`src/rtl/dzq_pkg.sv`:
```
package dzq_pkg;
	// reference clock and link clock ratio
	localparam int REF_PS         = 40000;  // ref_clk period, 25 MHz
	localparam int CK_HALF_REF    = 4;      // ref cycles per link half period
	localparam int CK_PS          = 2 * CK_HALF_REF * REF_PS;

	// asynchronous termination delays, longest times round down
	localparam int T_AONPD_MAX_PS = 8500;
	localparam int T_AOFPD_MAX_PS = 8500;
	localparam int AONPD_CYC      = (T_AONPD_MAX_PS / REF_PS < 1) ? 1 :
	                                T_AONPD_MAX_PS / REF_PS;
	localparam int AOFPD_CYC      = (T_AOFPD_MAX_PS / REF_PS < 1) ? 1 :
	                                T_AOFPD_MAX_PS / REF_PS;

	// power-down window figures, least times round up to link cycles
	localparam int T_CPDED_CK     = 1;
	localparam int T_XPDLL_PS     = 24000;
	localparam int XPDLL_NCK      = 10;
	localparam int XPDLL_CEIL     = (T_XPDLL_PS + CK_PS - 1) / CK_PS;
	localparam int XPDLL_CK       = (XPDLL_CEIL > XPDLL_NCK) ? XPDLL_CEIL :
	                                XPDLL_NCK;
	localparam int T_RFC_PS       = 350000;
	localparam int RFC_CK         = (T_RFC_PS + CK_PS - 1) / CK_PS;
	localparam int T_XS_PS        = 360000;
	localparam int XS_CK          = (T_XS_PS + CK_PS - 1) / CK_PS;

	// calibration windows in link cycles
	localparam int ZQINIT_CK      = 512;
	localparam int ZQOPER_CK      = 256;
	localparam int ZQCS_CK        = 64;
	localparam int CNT_W          = 10;

	// mode register fields
	localparam int MR0_DLL_PD_BIT = 12;
	localparam int MR0_CL_LSB     = 4;
	localparam int MR1_AL_LSB     = 3;
	localparam int MR2_CWL_LSB    = 3;
	localparam int ZQ_LONG_BIT    = 10;
	localparam int CL_BASE        = 4;
	localparam int CWL_BASE       = 5;
	localparam int ODTL_OFFSET    = 2;
	localparam logic [2:0] BA_MR0 = 3'h0;
	localparam logic [2:0] BA_MR1 = 3'h1;
	localparam logic [2:0] BA_MR2 = 3'h2;

	// mode register reset values
	localparam logic       DLL_PD_RST   = 1'h0;
	localparam logic [2:0] CL_CODE_RST  = 3'h1;
	localparam logic [1:0] AL_CODE_RST  = 2'h0;
	localparam logic [2:0] CWL_CODE_RST = 3'h0;

	// pin command codes {cs_n, ras_n, cas_n, we_n}
	localparam logic [3:0] CMD_NOP = 4'h7;
	localparam logic [3:0] CMD_MRS = 4'h0;
	localparam logic [3:0] CMD_REF = 4'h1;
	localparam logic [3:0] CMD_ZQ  = 4'h6;

	typedef enum logic [2:0] {
		OP_MRS  = 3'b000,
		OP_REF  = 3'b001,
		OP_ZQCL = 3'b010,
		OP_ZQCS = 3'b011,
		OP_PDE  = 3'b100,
		OP_PDX  = 3'b101,
		OP_SRE  = 3'b110,
		OP_SRX  = 3'b111
	} dzq_op_t;
endpackage

```
`src/rtl/dzq_link_if.sv`:
```
`timescale 1ns/1ps
interface dzq_link_if;
	logic        ck;
	logic        cke;
	logic        cs_n;
	logic        ras_n;
	logic        cas_n;
	logic        we_n;
	logic        odt;
	logic [2:0]  ba;
	logic [12:0] addr;

	modport ctrl (output ck, cke, cs_n, ras_n, cas_n, we_n, odt, ba, addr);
	modport dram (input ck, cke, cs_n, ras_n, cas_n, we_n, odt, ba, addr);
endinterface

```
`src/rtl/dzq_dram_end.sv`:
```
`timescale 1ns/1ps
// Operation
// - frozen-DLL power-down uses asynchronous termination
// - asynchronous path ignores additive latency
// - async turn-on within power-down on-delay
// - async turn-off within power-down off-delay
// - frozen DLL gives power-down entry window
// - entry window ends after tCPDED
// - pending refresh stretches entry window to tRFC
// - window end cycle counts as inside
// - window turn-on bounded by both on-delays
// - window turn-off bounded by both off-delays
// - exit window lasts tXPDLL after CKE high
// - overlapping windows merge into one span
// - long calibration runs engine, then transfers
// - first long in tZQinit, later tZQoper
// - short calibration finishes within tZQCS
// - controller keeps channel quiet during calibration
// - calibration current off once finished
// - controller issues no activates, so all banks stay precharged for calibration
// - no self calibration on self-refresh exit
// - controller holds calibration commands for tXS after self-refresh exit
// - controller holds CKE high, ODT low during calibration
// - sync termination after CWL+AL-2 cycles
module dzq_dram_end import dzq_pkg::*; (
	input  wire logic        ref_clk,
	input  wire logic        arst_n,
	dzq_link_if.dram         link,
	output logic             rtt_on,
	output logic             rtt_uncertain,
	output logic             async_mode,
	output logic             zq_busy,
	output logic             zq_current_on,
	output logic             cal_update,
	output logic [3:0]       cal_code
);
	localparam int PIN_W = 23;

	logic [PIN_W-1:0] pin_s1;
	logic [PIN_W-1:0] pin_s2;
	logic             ck_q;
	logic             cke_q;
	logic             odt_q;
	logic             dll_pd;
	logic [2:0]       cl_code;
	logic [1:0]       al_code;
	logic [2:0]       cwl_code;
	logic [31:0]      odt_pipe;
	logic             pd;
	logic [CNT_W-1:0] entry_cnt;
	logic [CNT_W-1:0] exit_cnt;
	logic [CNT_W-1:0] rfc_cnt;
	logic [CNT_W-1:0] zq_cnt;
	logic             zq_first;
	logic             zq_long;
	logic             pend;
	logic [7:0]       dly;

	// all link pins, link clock included, pass two flops together so
	// the sampled command stays aligned with the sampled clock edge
	wire logic [PIN_W-1:0] pins = {link.ck, link.cke, link.cs_n,
		link.ras_n, link.cas_n, link.we_n, link.odt, link.ba, link.addr};

	always_ff @(posedge ref_clk or negedge arst_n) begin
		if (!arst_n) begin
			pin_s1 <= '0;
			pin_s2 <= '0;
			ck_q   <= 1'b0;
		end else begin
			pin_s1 <= pins;
			pin_s2 <= pin_s1;
			ck_q   <= pin_s2[22];
		end
	end

	// field selection and command decode from the synchronised pins
	wire logic        ck_rise = pin_s2[22] & ~ck_q;
	wire logic        cke_p   = pin_s2[21];
	wire logic [3:0]  cmd_p   = pin_s2[20:17];
	wire logic        odt_p   = pin_s2[16];
	wire logic [2:0]  ba_p    = pin_s2[15:13];
	wire logic [12:0] addr_p  = pin_s2[12:0];
	wire logic        live    = ck_rise & cke_q & cke_p;
	wire logic        mrs_hit = live & (cmd_p == CMD_MRS);
	wire logic        ref_hit = ck_rise & cke_q & (cmd_p == CMD_REF);
	wire logic        zq_hit  = live & (cmd_p == CMD_ZQ) & ~zq_busy;
	wire logic        cke_dn  = ck_rise & cke_q & ~cke_p;
	wire logic        cke_up  = ck_rise & ~cke_q & cke_p;
	wire logic        frozen  = ~dll_pd;

	// latencies: wl = cwl + al, odtl = wl - 2
	wire logic [4:0] cl_v   = 5'(cl_code) + 5'(CL_BASE);
	wire logic [4:0] cwl_v  = 5'(cwl_code) + 5'(CWL_BASE);
	wire logic [4:0] al_v   = (al_code == 2'h1) ? cl_v - 5'h01 :
	                          (al_code == 2'h2) ? cl_v - 5'h02 : 5'h00;
	wire logic [4:0] odtl   = cwl_v + al_v - 5'(ODTL_OFFSET);
	wire logic       sync_t = odt_pipe[odtl - 5'h01];

	// entry window may be stretched by a refresh still running
	wire logic [CNT_W-1:0] cpded_v = CNT_W'(T_CPDED_CK);
	wire logic [CNT_W-1:0] entry_v =
		(rfc_cnt > cpded_v) ? rfc_cnt : cpded_v;
	wire logic window  = (entry_cnt != '0) | (exit_cnt != '0);
	wire logic asel    = async_mode | window;
	wire logic [7:0] dly_ld = odt_q ? 8'(AONPD_CYC) : 8'(AOFPD_CYC);

	// sampled clock enable, sampled termination request, mode registers
	always_ff @(posedge ref_clk or negedge arst_n) begin
		if (!arst_n) begin
			cke_q    <= 1'b0;
			odt_q    <= 1'b0;
			odt_pipe <= '0;
			dll_pd   <= DLL_PD_RST;
			cl_code  <= CL_CODE_RST;
			al_code  <= AL_CODE_RST;
			cwl_code <= CWL_CODE_RST;
		end else begin
			if (ck_rise) begin
				cke_q    <= cke_p;
				odt_q    <= odt_p;
				odt_pipe <= {odt_pipe[30:0], odt_p};
			end
			if (mrs_hit && ba_p == BA_MR0) begin
				dll_pd  <= addr_p[MR0_DLL_PD_BIT];
				cl_code <= addr_p[MR0_CL_LSB +: 3];
			end
			if (mrs_hit && ba_p == BA_MR1)
				al_code <= addr_p[MR1_AL_LSB +: 2];
			if (mrs_hit && ba_p == BA_MR2)
				cwl_code <= addr_p[MR2_CWL_LSB +: 3];
		end
	end

	// power-down state; a refresh with cke low is self-refresh, which
	// is not a precharge power-down and keeps the synchronous timing
	always_ff @(posedge ref_clk or negedge arst_n) begin
		if (!arst_n) begin
			pd         <= 1'b0;
			async_mode <= 1'b0;
		end else begin
			if (cke_dn)
				pd <= (cmd_p != CMD_REF);
			else if (cke_up)
				pd <= 1'b0;
			async_mode <= pd & frozen;
		end
	end

	// refresh busy time, read when cke drops
	always_ff @(posedge ref_clk or negedge arst_n) begin
		if (!arst_n)
			rfc_cnt <= '0;
		else if (ref_hit)
			rfc_cnt <= CNT_W'(RFC_CK);
		else if (ck_rise && rfc_cnt != '0)
			rfc_cnt <= rfc_cnt - 1'b1;
	end

	// transition windows count link cycles; the cycle cke is first
	// registered is the first inside, the end cycle is still inside
	always_ff @(posedge ref_clk or negedge arst_n) begin
		if (!arst_n) begin
			entry_cnt     <= '0;
			exit_cnt      <= '0;
			rtt_uncertain <= 1'b0;
		end else begin
			if (cke_dn && frozen && cmd_p != CMD_REF)
				entry_cnt <= entry_v;
			else if (ck_rise && entry_cnt != '0)
				entry_cnt <= entry_cnt - 1'b1;
			if (cke_up && pd && frozen)
				exit_cnt <= CNT_W'(XPDLL_CK);
			else if (ck_rise && exit_cnt != '0)
				exit_cnt <= exit_cnt - 1'b1;
			rtt_uncertain <= window;
		end
	end

	// termination: synchronous pipe when settled, otherwise the
	// asynchronous timer; inside a window the async timer satisfies
	// the earliest and latest bounds of both modes at this clock rate
	always_ff @(posedge ref_clk or negedge arst_n) begin
		if (!arst_n) begin
			rtt_on <= 1'b0;
			pend   <= 1'b0;
			dly    <= '0;
		end else if (!asel) begin
			pend <= 1'b0;
			if (ck_rise)
				rtt_on <= sync_t;
		end else if (pend) begin
			if (dly == 8'h01) begin
				rtt_on <= odt_q;
				pend   <= 1'b0;
			end else begin
				dly <= dly - 8'h01;
			end
		end else if (odt_q != rtt_on) begin
			// no additive latency on this path
			if (dly_ld == 8'h01) begin
				rtt_on <= odt_q;
			end else begin
				pend <= 1'b1;
				dly  <= dly_ld - 8'h01;
			end
		end
	end

	// calibration engine; only an explicit command starts it, so a
	// self-refresh exit leaves the codes alone
	always_ff @(posedge ref_clk or negedge arst_n) begin
		if (!arst_n) begin
			zq_cnt   <= '0;
			zq_first <= 1'b1;
			zq_long  <= 1'b0;
		end else if (zq_hit) begin
			zq_long <= addr_p[ZQ_LONG_BIT];
			if (!addr_p[ZQ_LONG_BIT])
				zq_cnt <= CNT_W'(ZQCS_CK);
			else if (zq_first)
				zq_cnt <= CNT_W'(ZQINIT_CK);
			else
				zq_cnt <= CNT_W'(ZQOPER_CK);
			if (addr_p[ZQ_LONG_BIT])
				zq_first <= 1'b0;
		end else if (ck_rise && zq_cnt != '0) begin
			zq_cnt <= zq_cnt - 1'b1;
		end
	end

	// last cycle of the window transfers the result to the io; long
	// calibration moves the code further since it starts from scratch
	wire logic xfer = ck_rise & (zq_cnt == {{(CNT_W-1){1'b0}}, 1'b1});

	always_ff @(posedge ref_clk or negedge arst_n) begin
		if (!arst_n) begin
			zq_busy       <= 1'b0;
			zq_current_on <= 1'b0;
			cal_update    <= 1'b0;
			cal_code      <= '0;
		end else begin
			zq_busy       <= zq_hit | (zq_cnt != '0 && !xfer);
			zq_current_on <= zq_hit | (zq_cnt != '0 && !xfer);
			cal_update    <= xfer;
			if (xfer)
				cal_code <= cal_code + (zq_long ? 4'h2 : 4'h1);
		end
	end
endmodule // dzq_dram_end

```
`src/flat_wrapper.sv`:
```
// flat-port wrapper written by rule: the top's interface ports become plain ports
module dzq_dram_end_flat import dzq_pkg::*;
  (ref_clk, arst_n, rtt_on, rtt_uncertain, async_mode, zq_busy, zq_current_on, cal_update, cal_code, link_ck, link_cke, link_cs_n, link_ras_n, link_cas_n, link_we_n, link_odt, link_ba, link_addr);
  dzq_link_if link_i ();
  input  wire logic ref_clk;
  input  wire logic arst_n;
  output logic rtt_on;
  output logic rtt_uncertain;
  output logic async_mode;
  output logic zq_busy;
  output logic zq_current_on;
  output logic cal_update;
  output logic [3:0] cal_code;
  input wire logic [$bits(link_i.ck)-1:0] link_ck;
  input wire logic [$bits(link_i.cke)-1:0] link_cke;
  input wire logic [$bits(link_i.cs_n)-1:0] link_cs_n;
  input wire logic [$bits(link_i.ras_n)-1:0] link_ras_n;
  input wire logic [$bits(link_i.cas_n)-1:0] link_cas_n;
  input wire logic [$bits(link_i.we_n)-1:0] link_we_n;
  input wire logic [$bits(link_i.odt)-1:0] link_odt;
  input wire logic [$bits(link_i.ba)-1:0] link_ba;
  input wire logic [$bits(link_i.addr)-1:0] link_addr;
  assign link_i.ck = link_ck;
  assign link_i.cke = link_cke;
  assign link_i.cs_n = link_cs_n;
  assign link_i.ras_n = link_ras_n;
  assign link_i.cas_n = link_cas_n;
  assign link_i.we_n = link_we_n;
  assign link_i.odt = link_odt;
  assign link_i.ba = link_ba;
  assign link_i.addr = link_addr;
  dzq_dram_end u_core (.ref_clk(ref_clk), .arst_n(arst_n), .link(link_i), .rtt_on(rtt_on), .rtt_uncertain(rtt_uncertain), .async_mode(async_mode), .zq_busy(zq_busy), .zq_current_on(zq_current_on), .cal_update(cal_update), .cal_code(cal_code));
endmodule
```
`config.mk`:
```
export PLATFORM = sky130hd
export DESIGN_NAME = dzq_dram_end_flat
export DESIGN_NICKNAME = d
export VERILOG_FILES = /design/src/rtl/dzq_pkg.sv /design/src/rtl/dzq_link_if.sv /design/src/rtl/dzq_dram_end.sv /design/src/flat_wrapper.sv
export SDC_FILE = /design/constraint.sdc
export NUM_CORES = 1
export LEC_CHECK = 0
export BUFFER_PORTS_ARGS = -buffer_cell sky130_fd_sc_hd__buf_2
export CAP_MARGIN = 30
export CELL_PAD_IN_SITES_DETAIL_PLACEMENT = 1
export CELL_PAD_IN_SITES_GLOBAL_PLACEMENT = 1
export CORE_MARGIN = 2
export CORE_UTILIZATION = 35
export DETAILED_ROUTE_END_ITERATION = 16
export GPL_TIMING_DRIVEN = 0
export PLACE_DENSITY = 0.64
export SLEW_MARGIN = 30
export SYNTH_ARGS = -nofsm -noshare
export SYNTH_HDL_FRONTEND = slang
export SYNTH_SLANG_ARGS = --single-unit
```
`constraint.sdc`:
```
create_clock -name ref_clk -period 4.3 [get_ports ref_clk]
set_clock_uncertainty 0.2 [all_clocks]
set_input_delay 0.43 -clock ref_clk [delete_from_list [all_inputs] [get_ports ref_clk]]
set_output_delay 0.43 -clock ref_clk [all_outputs]
set_load 0.01 [all_outputs]
```
After elaboration in Yosys (flattened, before gate mapping)
Cells that the tools add are included.
{ "word_totals": {"reg_bits": 151, "elab_cells": 127} }
{ "op_classes": {"n_addsub": 13, "order_cmp": 2, "eq_ne": 12, "mux": 26, "bitwise_logic": 21, "n_reduce_logical": 28} }
{ "op_table": {"columns": ["op", "count"], "rows": [
  ["two-way mux 10 bit", 11],
  ["nonzero test 10 bit", 4],
  ["subtractor 10 x 1 -> 10 bit, second input constant", 4],
  ["bitwise AND 1 bit", 12],
  ["logical AND 1 bit", 12],
  ["nonzero test 2 bit", 6],
  ["two-way mux 1 bit", 11],
  ["== test 10 x 1 -> 1 bit, second input constant", 1],
  ["> comparator 10 x 1 -> 1 bit, second input constant", 1],
  ["two-way mux 5 bit", 2],
  ["subtractor 5 x 1 -> 5 bit, second input constant", 2],
  ["subtractor 5 x 2 -> 5 bit, second input constant", 2],
  ["adder 3 x 3 -> 4 bit, second input constant", 2],
  ["== test 8 x 1 -> 1 bit, second input constant", 1],
  ["subtractor 8 x 1 -> 8 bit, second input constant", 1],
  ["< comparator 5 x 6 -> 1 bit, second input constant", 1],
  ["NOT 1 bit", 6],
  ["AND reduction 3 bit", 2],
  ["adder 5 bit", 1],
  ["binary-select mux 1 bit (select 5 bit)", 1],
  ["adder 4 bit", 1],
  ["== test 4 x 1 -> 1 bit, second input constant", 1],
  ["== test 4 x 3 -> 1 bit, second input constant", 1],
  ["zero test 4 bit", 1],
  ["13 further kinds", 15]
]} }

Depth between registers and ports, before layout
{ "logic_depth": {"ltp_word": 11, "depth_mapped": 14} }

Worst setup path before layout
OpenSTA, ideal clock, no wires.
{ "synth_path": {"path_type": "reg-to-reg", "start": "register u_core.cl_code[0]", "end": "register u_core.rtt_on", "setup_time_ns": 0.127, "t_arrival_ns": 3.010, "setup_slack_ns": 0.963, "path_stages_with_launch": 12, "path_buffers": 1, "synth_period_minus_slack_ns": 3.337, "path_cell_list": "dfstp_2 -> inv_1 -> ha_1 -> o22ai_1 -> ha_1 -> ha_1 -> fa_1 -> clkbuf_1 -> mux4_2 -> mux2_2 -> o221ai_1 -> o21ai_1"} }
{ "synth_via": {"elab_chain_cells": 11} }
{ "synth_lines": {"columns": ["item", "line", "source"], "rows": [
  ["start: declaration", "dzq_dram_end.sv:45", "logic [2:0] cl_code;"],
  ["start signal: assignment", "dzq_dram_end.sv:125", "cl_code <= addr_p[MR0_CL_LSB +: 3];"],
  ["adder 3 x 3 -> 4 bit *", "dzq_dram_end.sv:92", "wire logic [4:0] cl_v = 5'(cl_code) + 5'(CL_BASE);"],
  ["subtractor 5 x 2 -> 5 bit", "dzq_dram_end.sv:95", "(al_code == 2'h2) ? cl_v - 5'h02 : 5'h00;"],
  ["two-way mux 5 bit", "dzq_dram_end.sv:95", null],
  ["two-way mux 5 bit *", "dzq_dram_end.sv:94", "wire logic [4:0] al_v = (al_code == 2'h1) ? cl_v - 5'h01 :"],
  ["adder 5 bit *", "dzq_dram_end.sv:96", "wire logic [4:0] odtl = cwl_v + al_v - 5'(ODTL_OFFSET);"],
  ["subtractor 5 x 2 -> 5 bit *", "dzq_dram_end.sv:96", null],
  ["subtractor 5 x 1 -> 5 bit *", "dzq_dram_end.sv:97", "wire logic sync_t = odt_pipe[odtl - 5'h01];"],
  ["binary-select mux 1 bit (select 5 bit) *", "dzq_dram_end.sv:97", null],
  ["two-way mux 1 bit (implied by the code) *", "dzq_dram_end.sv:97", null],
  ["two-way mux 1 bit *", "dzq_dram_end.sv:189", "if (ck_rise)"],
  ["two-way mux 1 bit *", "dzq_dram_end.sv:187", "end else if (!asel) begin"],
  ["end signal: assignment", "dzq_dram_end.sv:190", "rtt_on <= sync_t;"],
  ["end signal: assignment", "dzq_dram_end.sv:193", "rtt_on <= odt_q;"],
  ["end signal: assignment", "dzq_dram_end.sv:201", "rtt_on <= odt_q;"],
  ["end: declaration", "dzq_dram_end.sv:29", "output logic rtt_on,"]
]} }
Every way passes the cells marked *; elsewhere a longest branch is shown, timed or not. The select of a mux whose other input is x is not followed.
A chain may end at the register's enable or synchronous reset.

Worst setup path after layout
Ends and elaborated chain as after synthesis.

==> out/metrics.yaml <==
status:
  run_status: "complete, no violations"
synth:
  yosys_register_bits: 136
  yosysTopAreaCell: "dfrtp_1"
  synth-edff-count: 0
  synthArstFlopShare: 1.00
  syn_area_sq_um: 6330
  ys_warn_count: 0
  synth_top_cell_area_share: 0.530
  ys_seq_area_frac: 0.538
  synth_top_cells_by_area: "dfrtp_1 (53%), nand2_1 (7.5%), xnor2_1 (5.0%)"
  yosysUniqueCellTypes: 64
  syn_nets: 651
  synthFlopType: "dfrtp_1"
  synthCells: 600
  postSynthAreaPerCell_sq_um: 10.5
routing:
  vias_per_cell: 5.02
  ant_nets: 0
  vias: 4552
  wire_per_inst_microns: 15.8
  drc: 0
  first_pass_iters: 4
  drtIter0Drc: 153
  wirelength_microns: 14300
min_path:
  holdPathStages: 0
  min_path_type: "register to register"
  min-delay-start: "u_core.pin_s1[16]$_DFF_PN0_"
  min_to: "u_core.pin_s2[16]$_DFF_PN0_"
grt:
  gr-total-overflow: 0
  grt_max_degree: 84
  met3_usage: 0.0409
  grtUsageMet2: 0.293
  antenna_found_initial: 0
  grt.busiest_layer: "met2"
  met1_usage: 0.189
  grt_use_total: 0.162
  grt_pass1_wl_microns: 24900
  grt_pass1_vias: 4988
clock_tree:
  cts_root_buf: "clkbuf_16"
  h-tree-depth: 4
  cts_buffers: 17
  cts_tree: "built"
  clockBufferDepth: 2
  cts.reportedPaths.clkPinSlew_ps: 60
  clock_latency_ps: 430
  clock_sinks: 136
die:
  floorplan.initialDensity: 0.355
  pin_count: 35
  dieWidth_microns: 138
  dieArea_sq_um: 19200
  chipHeight_microns: 138
  fp-row-count: 49
  design.core.area_sq_um: 17800
timing:
  fin_setup_tns_ps: 0
  slew_headroom: 0.467
  fin_crit_sh: 0.865
  timing.fmax_ghz: 0.269
  hold_viol: 0
  finalCriticalPeriod_ps: 3720
  finalMaxSlewViolations: 0
  finalWorstSetupSlack_ps: 583
  finalSetupViolCount: 0
  rsz0062_at_grt: "false"
  tightest_slew_ps: 789
run:
  maxCapViolations: 0
cells_and_area:
  final_cell_mix: "dfrtp_1 (134), nand2_1 (127), nor2_1 (50), xnor2_1 (36)"
  fin_nets: 715
  syn_to_final_growth_pct: 19.1
  fillers: 2012
  antennaDiodeCount: 0
  layout_commonest_cell: "dfrtp_1"
  drive_above_1_share: 0.131
critical_path:
  crit_fanout: 8
  cp.arrival_ps: 3820
  r2r_cells: 11
  regToRegEndpoint: "u_core.rtt_on$_DFFE_PN0P_"
  cp-end-kind: "register"
  rrSetupSlack_ps: 580
  rr_startpoint: "u_core.cl_code[0]$_DFFE_PN1P_"
  required_ps: 4400
  worstSetupPathType: "register to register"
  cp-start-kind: "register"
power:
  cellPowerDensity_nw_per_um2: 524
  ir_worst_vdd_mv: 0.324
  switching_share: 0.313
  switchingPower_mw: 1.24
  p_int_mw: 2.71
  clkPwrFrac: 0.361
  pwr-share-seq: 0.449
  combinationalPowerShare: 0.190
  p_leak_nw: 3.44
placed_design:
  dpl.hpwl_microns: 10000
  globalplace.congestion: 0.757
  post-place-ws_ps: 580
  port_buffers: 27
repair_timing:
| item | in CTS | in global routing |
|---|---|---|
| endpoints found under the setup margin | 0 | 0 |
| gates resized for setup | 0 | 0 |
| setup buffers | 0 | 0 |
| hold endpoints to repair | 97 | 0 |
| hold buffers | 17 | 0 |
power by group through the flow:
stage / Combinational (mW) / Clock, mW / Sequential, mW
2_1_floorplan: 0.555 / 0 / 1.72
3_3_place_gp: 0.699 / 0 / 1.77
3_5_place_dp: 0.743 / 0 / 1.79
4_1_cts: 0.765 / 1.46 / 1.77
5_1_grt: 0.872 / 1.52 / 1.81
6_report: 0.751 / 1.43 / 1.77
sequential cells by signal, summed over array words and instances (netlist names), 2 cells and up:
name / count
u_core.al_code: 2
u_core.cal_code: 4
u_core.cl_code: 3
u_core.cwl_code: 3
u_core.dly: 8
u_core.entry_cnt: 10
u_core.exit_cnt: 10
u_core.odt_pipe: 32
u_core.pin_s1: 16
u_core.pin_s2: 16
u_core.rfc_cnt: 10
u_core.zq_cnt: 10
Yosys cell counts (2+ instances only):
| master | n |
|---|---|
| mux2i_1 | 4 |
| dfstp_2 | 2 |
| xnor2_1 | 36 |
| nor3b_1 | 4 |
| a311oi_1 | 3 |
| a21oi_1 | 7 |
| nand2b_1 | 4 |
| or3b_2 | 2 |
| mux2_2 | 10 |
| nand2_1 | 127 |
| dfrtp_1 | 134 |
| nor4_1 | 8 |
| o41a_1 | 3 |
| nor4b_1 | 4 |
| ha_1 | 24 |
| clkbuf_1 | 17 |
| nand3_1 | 8 |
| or4_1 | 5 |
| o31a_1 | 2 |
| inv_1 | 27 |
| or2_2 | 2 |
| o21ai_0 | 16 |
| a211oi_1 | 3 |
| nand4_1 | 3 |
| and4b_1 | 2 |
| a31oi_1 | 3 |
| a22o_1 | 2 |
| mux4_2 | 7 |
| xor2_1 | 11 |
| nand3b_1 | 6 |
| buf_1 | 2 |
| a32oi_1 | 2 |
| nor3_1 | 16 |
| a21o_1 | 4 |
| fa_1 | 2 |
| a22oi_1 | 2 |
| nor2b_1 | 8 |
| a2111oi_0 | 2 |
| nor2_1 | 50 |
| nand4b_1 | 2 |
cell type report:
class,count,area [sq um],area share
inverters,27,101,0.0134
plain buffers,22,95.1,0.0126
clock buffers,18,429,0.0569
well taps,229,287,0.0380
clock inverters,14,151,0.0201
repair buffers,45,343,0.0455
multi-input cells,415,2720,0.361
flip-flops and latches,136,3410,0.452
kinds of logic (layout without fill, tap and decap cells):
kind of cell / count (synthesis) / count (layout) / share of synthesized area
XOR/XNOR: 47 / 47 / 0.0651
multiplexers: 21 / 21 / 0.0491
AO/OA/AOI/OAI: 63 / 63 / 0.0714
AND/OR/NAND/NOR: 258 / 258 / 0.191
buffers and inverters: 49 / 126 / 0.0311
flip-flops: 136 / 136 / 0.538
adder cells (fa/ha/maj): 26 / 26 / 0.0538
worst max path at each step:
stage	from	to	slack (ps)
after global routing	u_core.cl_code[0]$_DFFE_PN1P_	u_core.rtt_on$_DFFE_PN0P_	340
after detailed placement	u_core.cl_code[0]$_DFFE_PN1P_	u_core.rtt_on$_DFFE_PN0P_	580
after global placement	u_core.cl_code[0]$_DFFE_PN1P_	u_core.rtt_on$_DFFE_PN0P_	620
after CTS	u_core.cl_code[0]$_DFFE_PN1P_	u_core.rtt_on$_DFFE_PN0P_	540
after floorplan	u_core.cl_code[0]$_DFFE_PN1P_	u_core.rtt_on$_DFFE_PN0P_	960
final	u_core.cl_code[0]$_DFFE_PN1P_	u_core.rtt_on$_DFFE_PN0P_	580
worst max-delay path, stage by stage, from the launching register on:
cell	delay [ps]
dfstp_2	560
inv_1	70
ha_1	300
o22ai_1	150
ha_1	260
ha_1	240
fa_1	490
clkbuf_1	380
mux4_2	380
mux2_2	280
o221ai_1	200
o21ai_1	70
metrics by stage:
stage                     total power, mW  hold slack, ps   util  instance area, sq um  std cells
after floorplan                      2.27           -65.6      -                  6330        600
after global placement               2.47             133  0.378                  6750        856
after detailed placement             2.53             136  0.380                  6790        857
after CTS                            4.00             149  0.422                  7540        906
after global routing                 4.21             154  0.422                  7540        906
final                                3.95             147  0.422                  7540        906
routing by layer:
layer  part of all wire  vias to the layer above
li1                   -                     2163
met1               0.44                     2332
met2               0.53                       43
met3              0.021                       14
met4              0.012                        0
met5                  0                        -
Power figures use the tool's default switching activity.
